===== config.mk =====
export PLATFORM = sky130hd
export DESIGN_NAME = sir_router
export DESIGN_NICKNAME = d
export VERILOG_FILES = /design/src/hdl/sir_pkg.sv /design/src/hdl/sir_pin_driver.sv /design/src/hdl/sir_router.sv
export SDC_FILE = /design/constraint.sdc
export NUM_CORES = 1
export LEC_CHECK = 0
export BUFFER_PORTS_ARGS = -buffer_cell sky130_fd_sc_hd__buf_4
export CORE_MARGIN = 10
export CORE_UTILIZATION = 45
export DETAILED_ROUTE_END_ITERATION = 12
export PLACE_DENSITY = 0.66
export REMOVE_ABC_BUFFERS = 1
export SETUP_SLACK_MARGIN = 0.4
export SLEW_MARGIN = 20
export SYNTH_ARGS = -nofsm -noshare
export SYNTH_HDL_FRONTEND = slang
export SYNTH_SLANG_ARGS = --single-unit

===== constraint.sdc =====
create_clock -name clk -period 3.15 [get_ports clk]
set_clock_uncertainty 0.15 [all_clocks]
set_input_delay 0.1575 -clock clk [delete_from_list [all_inputs] [get_ports clk]]
set_output_delay 0.1575 -clock clk [all_outputs]
set_load 0.03 [all_outputs]

===== src/hdl/sir_pkg.sv =====
package sir_pkg;

	localparam int SIR_NUM_SRC = 8;
	localparam int SIR_ADDR_W = 8;
	localparam int SIR_DATA_W = 8;

	// Register offsets
	localparam logic [7:0] SIR_OFS_PIN_CONFIG = 8'h28;
	localparam logic [7:0] SIR_OFS_SOURCE_ENABLE = 8'h29;
	localparam logic [7:0] SIR_OFS_SOURCE_ROUTE = 8'h2a;
	localparam logic [7:0] SIR_OFS_IRQ_SOURCE = 8'h40;
	localparam logic [7:0] SIR_OFS_IRQ_STATUS = 8'h41;
	localparam logic [7:0] SIR_OFS_IRQ_MASK = 8'h42;
	localparam logic [7:0] SIR_OFS_IRQ_MODE = 8'h43;

	// Field positions in irq_pin_config
	localparam int SIR_BIT_PIN_A_POLARITY = 5;
	localparam int SIR_BIT_PIN_A_DRIVE = 4;
	localparam int SIR_BIT_PIN_B_POLARITY = 1;
	localparam int SIR_BIT_PIN_B_DRIVE = 0;
	localparam logic [7:0] SIR_PIN_CONFIG_WMASK = 8'h33;

	// Field position in irq_mode
	localparam int SIR_BIT_RAW_MODE = 0;
	localparam logic [7:0] SIR_IRQ_MODE_WMASK = 8'h01;

	// Values after reset, and the read value of an unmapped offset
	localparam logic [7:0] SIR_RST_PIN_CONFIG = 8'h00;
	localparam logic [7:0] SIR_RST_SOURCE_ENABLE = 8'h00;
	localparam logic [7:0] SIR_RST_SOURCE_ROUTE = 8'h00;
	localparam logic [7:0] SIR_RST_IRQ_STATUS = 8'h00;
	localparam logic [7:0] SIR_RST_IRQ_MASK = 8'h00;
	localparam logic [7:0] SIR_RST_IRQ_MODE = 8'h00;
	localparam logic [7:0] SIR_RST_RDATA = 8'h00;
	localparam logic [7:0] SIR_UNMAPPED_RDATA = 8'h00;
	localparam logic SIR_RST_IRQ = 1'b0;
	// Idle level of an active-low push-pull pin
	localparam logic SIR_RST_PIN_LEVEL = 1'b1;
	localparam logic SIR_RST_PIN_OE = 1'b1;

	// Bit order of the source flags, enables, routes and status
	typedef struct packed {
		logic data_ready;
		logic sample_buffer;
		logic pressure_window;
		logic temp_window;
		logic pressure_threshold;
		logic temp_threshold;
		logic pressure_change;
		logic temp_change;
	} sir_src_s;

	typedef struct packed {
		logic [7:0] addr;
		logic [7:0] wdata;
		logic wr;
		logic rd;
	} sir_bus_req_s;

	typedef struct packed {
		logic polarity;
		logic drive_select;
	} sir_pin_cfg_s;

	typedef struct packed {
		logic out;
		logic oe;
	} sir_pin_s;

endpackage


===== src/hdl/sir_pin_driver.sv =====
`timescale 1ns/1ns
module sir_pin_driver (
	input wire logic clk,
	input wire logic rst,
	input wire logic active,
	input wire sir_pkg::sir_pin_cfg_s cfg,
	output sir_pkg::sir_pin_s pin
);
	import sir_pkg::*;

	typedef struct packed {
		logic level;
		logic oe;
	} sir_drv_state_s;

	sir_drv_state_s state_reg;
	sir_drv_state_s state_next;

	always_comb begin
		state_next = state_reg;
		// Polarity 0 signals an asserted line as a low level
		if (cfg.polarity) begin
			state_next.level = active;
		end else begin
			state_next.level = ~active;
		end
		// Open drain only pulls low; the shared line floats high otherwise
		if (cfg.drive_select) begin
			state_next.oe = ~state_next.level;
		end else begin
			state_next.oe = 1'b1;
		end
	end

	// Reset shows the idle level of an active-low push-pull pin
	always_ff @(posedge clk or posedge rst) begin
		if (rst) begin
			state_reg <= '{level: SIR_RST_PIN_LEVEL, oe: SIR_RST_PIN_OE};
		end else begin
			state_reg <= state_next;
		end
	end

	assign pin.out = state_reg.level;
	assign pin.oe = state_reg.oe;

endmodule // sir_pin_driver


===== src/hdl/sir_router.sv =====
// Notes on behaviour
// RL1 - Pin A polarity: 0 (reset) asserts low, 1 asserts high.
// RL2 - Pin A drive: 0 (reset) push-pull with pull-up, 1 open-drain.
// RL3 - Pin B polarity: 0 (reset) asserts low, 1 asserts high.
// RL4 - Pin B drive: 0 (reset) push-pull with pull-up, 1 open-drain.
// RL5 - A source flag reaches either pin only while its enable is set.
// RL6 - Data-ready enable resets to 0; 0 blocks, 1 passes.
// RL7 - Sample-buffer enable resets to 0; 0 blocks, 1 passes.
// RL8 - Pressure and temperature window enables, separate, reset to 0.
// RL9 - Pressure and temperature threshold enables, separate, reset to 0.
// RL10 - Pressure and temperature change enables, separate, reset to 0.
// RL11 - Per-source route bit resets 0; 0 to pin B, 1 to pin A.
// RL12 - Each pin asserts on the OR of enabled sources routed to it.
// RL13 - Host reads the source register to find which sources fired.
// RL14 - Raw output mode suppresses every interrupt source.
// RL15 - A pin deasserts once no enabled routed source remains active.
//
// Design decision made here: the plain strobed port.
`timescale 1ns/1ns
module sir_router (
	input wire logic clk,
	input wire logic rst,
	input wire sir_pkg::sir_bus_req_s req,
	output logic [7:0] rdata,
	input wire sir_pkg::sir_src_s src_flags,
	output sir_pkg::sir_pin_s irq_pin_a,
	output sir_pkg::sir_pin_s irq_pin_b,
	output logic irq
);
	import sir_pkg::*;

	typedef struct packed {
		logic [7:0] pin_config;
		sir_src_s enable;
		sir_src_s route;
		logic [7:0] mode;
		sir_src_s status;
		sir_src_s mask;
		logic [7:0] rdata;
		logic irq;
	} sir_router_state_s;

	sir_router_state_s state_reg;
	sir_router_state_s state_next;

	logic [SIR_NUM_SRC-1:0] gated;
	logic [SIR_NUM_SRC-1:0] to_pin_a;
	logic [SIR_NUM_SRC-1:0] to_pin_b;
	logic raw_mode;
	logic active_a;
	logic active_b;
	logic [7:0] status_clear;
	sir_pin_cfg_s cfg_a;
	sir_pin_cfg_s cfg_b;

	// Raw mode blocks every source before the enables even matter
	assign raw_mode = state_reg.mode[SIR_BIT_RAW_MODE]; // RL14

	genvar i;
	generate
		for (i = 0; i < SIR_NUM_SRC; i++) begin : g_src
			// Enable gates the flag ahead of routing
			assign gated[i] = src_flags[i] & state_reg.enable[i] &
				~raw_mode; // RL5 RL14
			assign to_pin_a[i] = gated[i] & state_reg.route[i]; // RL11
			assign to_pin_b[i] = gated[i] & ~state_reg.route[i]; // RL11
		end
	endgenerate

	// Plain OR, so the pin falls as soon as the last source goes
	assign active_a = |to_pin_a; // RL12 RL15
	assign active_b = |to_pin_b; // RL12 RL15

	assign cfg_a.polarity = state_reg.pin_config[SIR_BIT_PIN_A_POLARITY]; // RL1
	assign cfg_a.drive_select = state_reg.pin_config[SIR_BIT_PIN_A_DRIVE]; // RL2
	assign cfg_b.polarity = state_reg.pin_config[SIR_BIT_PIN_B_POLARITY]; // RL3
	assign cfg_b.drive_select = state_reg.pin_config[SIR_BIT_PIN_B_DRIVE]; // RL4

	always_comb begin
		if (req.wr && req.addr == SIR_OFS_IRQ_STATUS) begin
			status_clear = req.wdata;
		end else begin
			status_clear = 8'h00;
		end
	end

	always_comb begin
		state_next = state_reg;
		state_next.rdata = SIR_RST_RDATA;
		if (req.rd) begin
			case (req.addr)
				SIR_OFS_PIN_CONFIG: begin
					state_next.rdata = state_reg.pin_config;
				end
				SIR_OFS_SOURCE_ENABLE: begin
					state_next.rdata = state_reg.enable;
				end
				SIR_OFS_SOURCE_ROUTE: begin
					state_next.rdata = state_reg.route;
				end
				SIR_OFS_IRQ_SOURCE: begin
					// Live view of what is holding the pins
					state_next.rdata = gated; // RL13
				end
				SIR_OFS_IRQ_STATUS: begin
					state_next.rdata = state_reg.status;
				end
				SIR_OFS_IRQ_MASK: begin
					state_next.rdata = state_reg.mask;
				end
				SIR_OFS_IRQ_MODE: begin
					state_next.rdata = state_reg.mode;
				end
				default: begin
					state_next.rdata = SIR_UNMAPPED_RDATA;
				end
			endcase
		end
		if (req.wr) begin
			case (req.addr)
				SIR_OFS_PIN_CONFIG: begin
					state_next.pin_config = req.wdata &
						SIR_PIN_CONFIG_WMASK; // RL1 RL2 RL3 RL4
				end
				SIR_OFS_SOURCE_ENABLE: begin
					state_next.enable = req.wdata; // RL6 RL7 RL8 RL9 RL10
				end
				SIR_OFS_SOURCE_ROUTE: begin
					state_next.route = req.wdata; // RL11
				end
				SIR_OFS_IRQ_MASK: begin
					state_next.mask = req.wdata;
				end
				SIR_OFS_IRQ_MODE: begin
					state_next.mode = req.wdata & SIR_IRQ_MODE_WMASK; // RL14
				end
				default: begin
				end
			endcase
		end
		// A flag present in the clearing cycle stays set
		state_next.status = (state_reg.status & ~status_clear) | gated;
		state_next.irq = |(state_next.status & state_next.mask);
	end

	always_ff @(posedge clk or posedge rst) begin
		if (rst) begin
			state_reg.pin_config <= SIR_RST_PIN_CONFIG; // RL1 RL2 RL3 RL4
			state_reg.enable <= SIR_RST_SOURCE_ENABLE; // RL6 RL7 RL8 RL9 RL10
			state_reg.route <= SIR_RST_SOURCE_ROUTE; // RL11
			state_reg.mode <= SIR_RST_IRQ_MODE;
			state_reg.status <= SIR_RST_IRQ_STATUS;
			state_reg.mask <= SIR_RST_IRQ_MASK;
			state_reg.rdata <= SIR_RST_RDATA;
			state_reg.irq <= SIR_RST_IRQ;
		end else begin
			state_reg <= state_next;
		end
	end

	sir_pin_driver u_pin_a (
		.clk(clk),
		.rst(rst),
		.active(active_a),
		.cfg(cfg_a),
		.pin(irq_pin_a)
	);

	sir_pin_driver u_pin_b (
		.clk(clk),
		.rst(rst),
		.active(active_b),
		.cfg(cfg_b),
		.pin(irq_pin_b)
	);

	assign rdata = state_reg.rdata;
	assign irq = state_reg.irq;

endmodule // sir_router


* Word-level counts from Yosys, hierarchy flattened *
Index checks and enable logic that the tools add are counted.

word-level totals
  register bits = 50
  bits of input ports = 28
  output and inout bits = 13
  word-level logic and storage cells = 113

cells by class
  equal/unequal tests = 7
  muxes and demuxes = 9
  bitwise logic cells = 49
  reduce and logical (&&, ||, !) cells = 8

operator list
  operator                                                          count
  8-bit one-hot mux with 7 select lines                             1
  1-bit bitwise AND                                                 32
  8-bit by 7-bit == test with 1-bit output (second input constant)  4
  8-bit two-way mux                                                 4
  8-bit by 6-bit == test with 1-bit output (second input constant)  3
  8-bit OR reduction                                                3
  8-bit bitwise AND                                                 2
  1-bit inverter                                                    13
  8-bit inverter                                                    1
  8-bit OR                                                          1
  2-bit AND reduction                                               4
  1-bit two-way mux                                                 4
  1-bit logical AND                                                 1

* Logic depth before layout (Yosys ltp) *
  depth after elaboration = 8
  depth in mapped cells = 6
  mapped depth without buffers = 5

* Modules after synthesis *
A second synthesis with hierarchy kept.

second synthesis, totals
  cells, all modules = 247
  area total of the unflattened synthesis = 2623.8 um2

by module, submodules not included
  module          instances  cells an instance  area each (um2)  seq. area each (um2)
  sir_router      1          237                2486.1           1151.1
  sir_pin_driver  2          5                  68.8             52.6

* Worst setup path after synthesis *
Ideal clock, no wire load.

  path kind = input -> register
  start = in req[14] (netlist bit)
  end = reg irq (netlist name)
  library setup time = 0.136 ns
  data arrival time = 1.625 ns
  required time = 2.864 ns
  path slack = 1.239 ns
  cell stages on the path = 6
  path buffers = 1
  cells stage by stage = or3_1 buf_2 o41ai_2 a22oi_1 a2111oi_2 nand4b_1

RTL lines
  element             line              source
  start: declaration  sir_router.sv:23  input wire sir_pkg::sir_bus_req_s req,

==> impl_metrics.csv <==
group,metric,value,unit
final_layout,regArea,1256,um^2
synth,async_reset_ff_share,100.0,%
routing,vias,2115,
final_layout,layout.cells.non_filler,356,
timing,setup_viol,0,
setup_path,cp_data_required_time,3.23,ns
setup_path,crit_fanout,16,
synth,seq_area_frac_synth,47.76,%
routing,drtPass1Iterations,4,
clocking,cts_htree_levels,2,
setup_path,cp_top_family,"simple AND/OR/NAND/NOR gates",
grt,grt_pass1_wl,11.33,mm
timing,fin_crit,2.033,ns
timing,slew_headroom,42.65,%
run_status,outcome,"completed",
synth,syn_area_per_cell,11.10,um^2
routing,via_per_inst,5.941,
floorplanning,row_count,27,
floorplanning,pin_count,41,
clocking,clock-sinks,50,
grt,antenna_found_initial,0,
floorplanning,dieArea,9303,um^2
final_layout,fin_area,3169,um^2
setup_path,cpPeakStageDelay,0.65,ns
synth,synth_area_leaders,"dfrtp_1, mux2_2, dfstp_2, nand2_1, and3b_1",
setup_path,critPathSlowestCell,"dfrtp_1",
synth,synthesis.instances,237,
clocking,clk_latency,0.30,ns
clocking,cts_tree,"built",
timing,hold_viol,0,
final_layout,drive_above_1_share,33.45,%
worst_hold_path,hold_path_class,"input pin to flip-flop",
final_layout,syn2layout_area_growth,20.50,%
power,p_clk_share,30.7,%
clocking,clkTransAtPathRegs,0.09,ns
final_layout,multiInputGateArea,1257,um^2
final_layout,layout_common_cells,"dfrtp_1, buf_4, nand2_1",
placement,dp_cells,339,
timing,setup_tns,0,ns
clocking,cts_buffer_depth,2,
power,power.share.sequential,52.2,%
synth,synth_top_area_share,43.77,%
grt,grt_pass1_vias,2155,
grt,grt.total_usage,15.77,%
setup_path,path_buf_inv,0,
timing,fin_crit_sh,64.53,%
timing,setup_ws,1.117,ns
power,comb_power_share,17.2,%
power,p_per_area,457.5,nW/um^2
synth,syn-cell-area,2630,um^2
floorplanning,fp.dieH,96.45,um
clocking,postCtsSetupBuffers,0,
timing,rsz0062_at_grt,"no",
floorplanning,die_w,96.45,um
routing,drtAntennaViolNets,0,
power,irDropWorstVdd,0.2530,mV
setup_path,r2r_setup_slack,1.12,ns
final_layout,fillCellCount,516,
power,switching_share,26.46,%
synth,yosysWarningCount,0,
clocking,cts_made_buffers,5,
floorplanning,core,5574,um^2
grt,overflow,0,
setup_path,cp-end-kind,"flip-flop",
synth,ys.flop_type,"dfrtp_1",
timing,fmax,491.9,MHz
setup_path,worst_setup_path_start_kind,"flip-flop",
final_layout,diodes,0,
job,cap_violations,0,
synth,synth_edf_count,0,
power,power.switching,0.0003838,W
placement,gp_congestion,0.9094,
routing,routed_wl,7.200,mm
setup_path,path_class,"flip-flop to flip-flop",
setup_path,crit_chain,"and3b_1, o2bb2ai_1, nor4_1, xor2_1, nand2_1",
setup_path,worstPathArrival,2.12,ns
routing,drtIter0Drc,181,
synth,yosysUniqueCellTypes,54,
placement,dp_hpwl,5.124,mm
timing,slew_violations,0,
placement,post_dp_cell_area,2972,um^2
power,p_leak,1.435,nW
timing,worstMarginPinSlew,0.8546,ns
synth,synth-seq-cells,50,
routing,post_drt_wl_per_cell,20.22,um
placement,pre_cts_ws,0.8363,ns
placement,portBuffers,40,
final_layout,nNetsFinal,311,
final_layout,largest_reg_flops,32,
floorplanning,start_util,47.18,%
routing,drc,0,
grt,grt_max_degree,51,
synth,yosys.area.top_type,"dfrtp_1",
clocking,cts_root_buf,"clkbuf_8",
power,power.internal,0.001066,W
==> power groups by stage <==
stage	clock, W	sequential, W	combinational [W]
finish	0.000445	0.000756	0.000249
detailed placement	0	0.000767	0.000240
CTS	0.000458	0.000755	0.000249
global route	0.000473	0.000762	0.000274
floorplan	0	0.000769	0.000133
global placement	0	0.000766	0.000237
==> layer usage <==
| layer | wire length, um | up-vias | global-route usage [%] |
|---|---|---|---|
| met4 | 44 | 0 | 4.116 |
| li1 | - | 984 | - |
| met2 | 3380 | 71 | 24.50 |
| met1 | 3207 | 1056 | 21.59 |
| met3 | 567 | 4 | 3.701 |
| met5 | 0 | - | 0 |
==> cell usage after synthesis, types with 2 or more instances <==
| cell type | n |
|---|---|
| a21o_1 | 3 |
| a21oi_1 | 10 |
| a221oi_1 | 3 |
| a222oi_1 | 2 |
| a22o_1 | 5 |
| a22oi_1 | 8 |
| a32oi_1 | 2 |
| and3b_1 | 8 |
| buf_2 | 3 |
| buf_4 | 8 |
| clkbuf_1 | 5 |
| dfrtp_1 | 46 |
| dfstp_2 | 4 |
| inv_1 | 6 |
| mux2_2 | 25 |
| mux2i_1 | 2 |
| nand2_1 | 27 |
| nand2b_1 | 2 |
| nand3_1 | 2 |
| nand3b_1 | 7 |
| nand4_1 | 7 |
| nor2_1 | 4 |
| nor2_2 | 2 |
| nor2b_1 | 3 |
| nor3_1 | 2 |
| o21ai_0 | 4 |
| o22ai_1 | 2 |
| o2bb2ai_1 | 2 |
| o31ai_1 | 3 |
| o41ai_1 | 2 |
| o41ai_2 | 3 |
| or3b_1 | 3 |
==> per-stage QoR <==
stage,hold WS [ns],utilization [%],power [W]
4_1_cts,0.01451,56.66,0.001462
6_report,0.02684,56.86,0.001450
3_5_place_dp,0.2563,53.31,0.001007
2_1_floorplan,0.1580,-,0.0009019
3_3_place_gp,0.2579,53.31,0.001003
5_1_grt,0.04929,56.86,0.001509
==> worst paths after layout <==
check / startpoint / endpoint / cells after the start
setup / recovery: raw_mode / u_pin_b.pin[0] / 5
hold / removal: src_flags[4] / state_reg[21] / 3
setup reg to reg: raw_mode / u_pin_b.pin[0] / 5
hold reg to reg: cfg_b[0] / u_pin_b.pin[0] / 1
max in group asynchronous: rst / state_reg[39] / 3
min in group asynchronous: rst / state_reg[13] / 3
==> logic make-up after synthesis <==
kind of cell              synth area share, %
AOI/OAI and AO/OA                       17.08
buffers and inverters                   4.424
xor gates and xnor gates               0.6662
and+or+nand+nor                         18.60
DFF                                     47.76
muxes                                   11.47
==> worst register-to-register path, delay by kind of cell (launching register included) <==
family / cells / cell delay [ns]
AO/OA/AOI/OAI: 1 / 0.16
XOR/XNOR: 1 / 0.24
flip-flops: 1 / 0.65
AND/OR/NAND/NOR: 3 / 0.78
==> layout make-up <==
class / count / area share [%]
inverter: 6 / 0.7501
tap: 72 / 2.842
multi-input combinational: 165 / 39.68
clock buffer: 7 / 2.408
timing repair buffer: 55 / 13.74
sequential: 50 / 39.64
clock inverter: 1 / 0.9475
==> timing repair <==
action | CTS | global route
hold buffers | 8 | 1
endpoints found under the hold margin | 21 | 46
resized for setup | 0 | 0
Note: power is estimated with default switching activity, not from simulation.
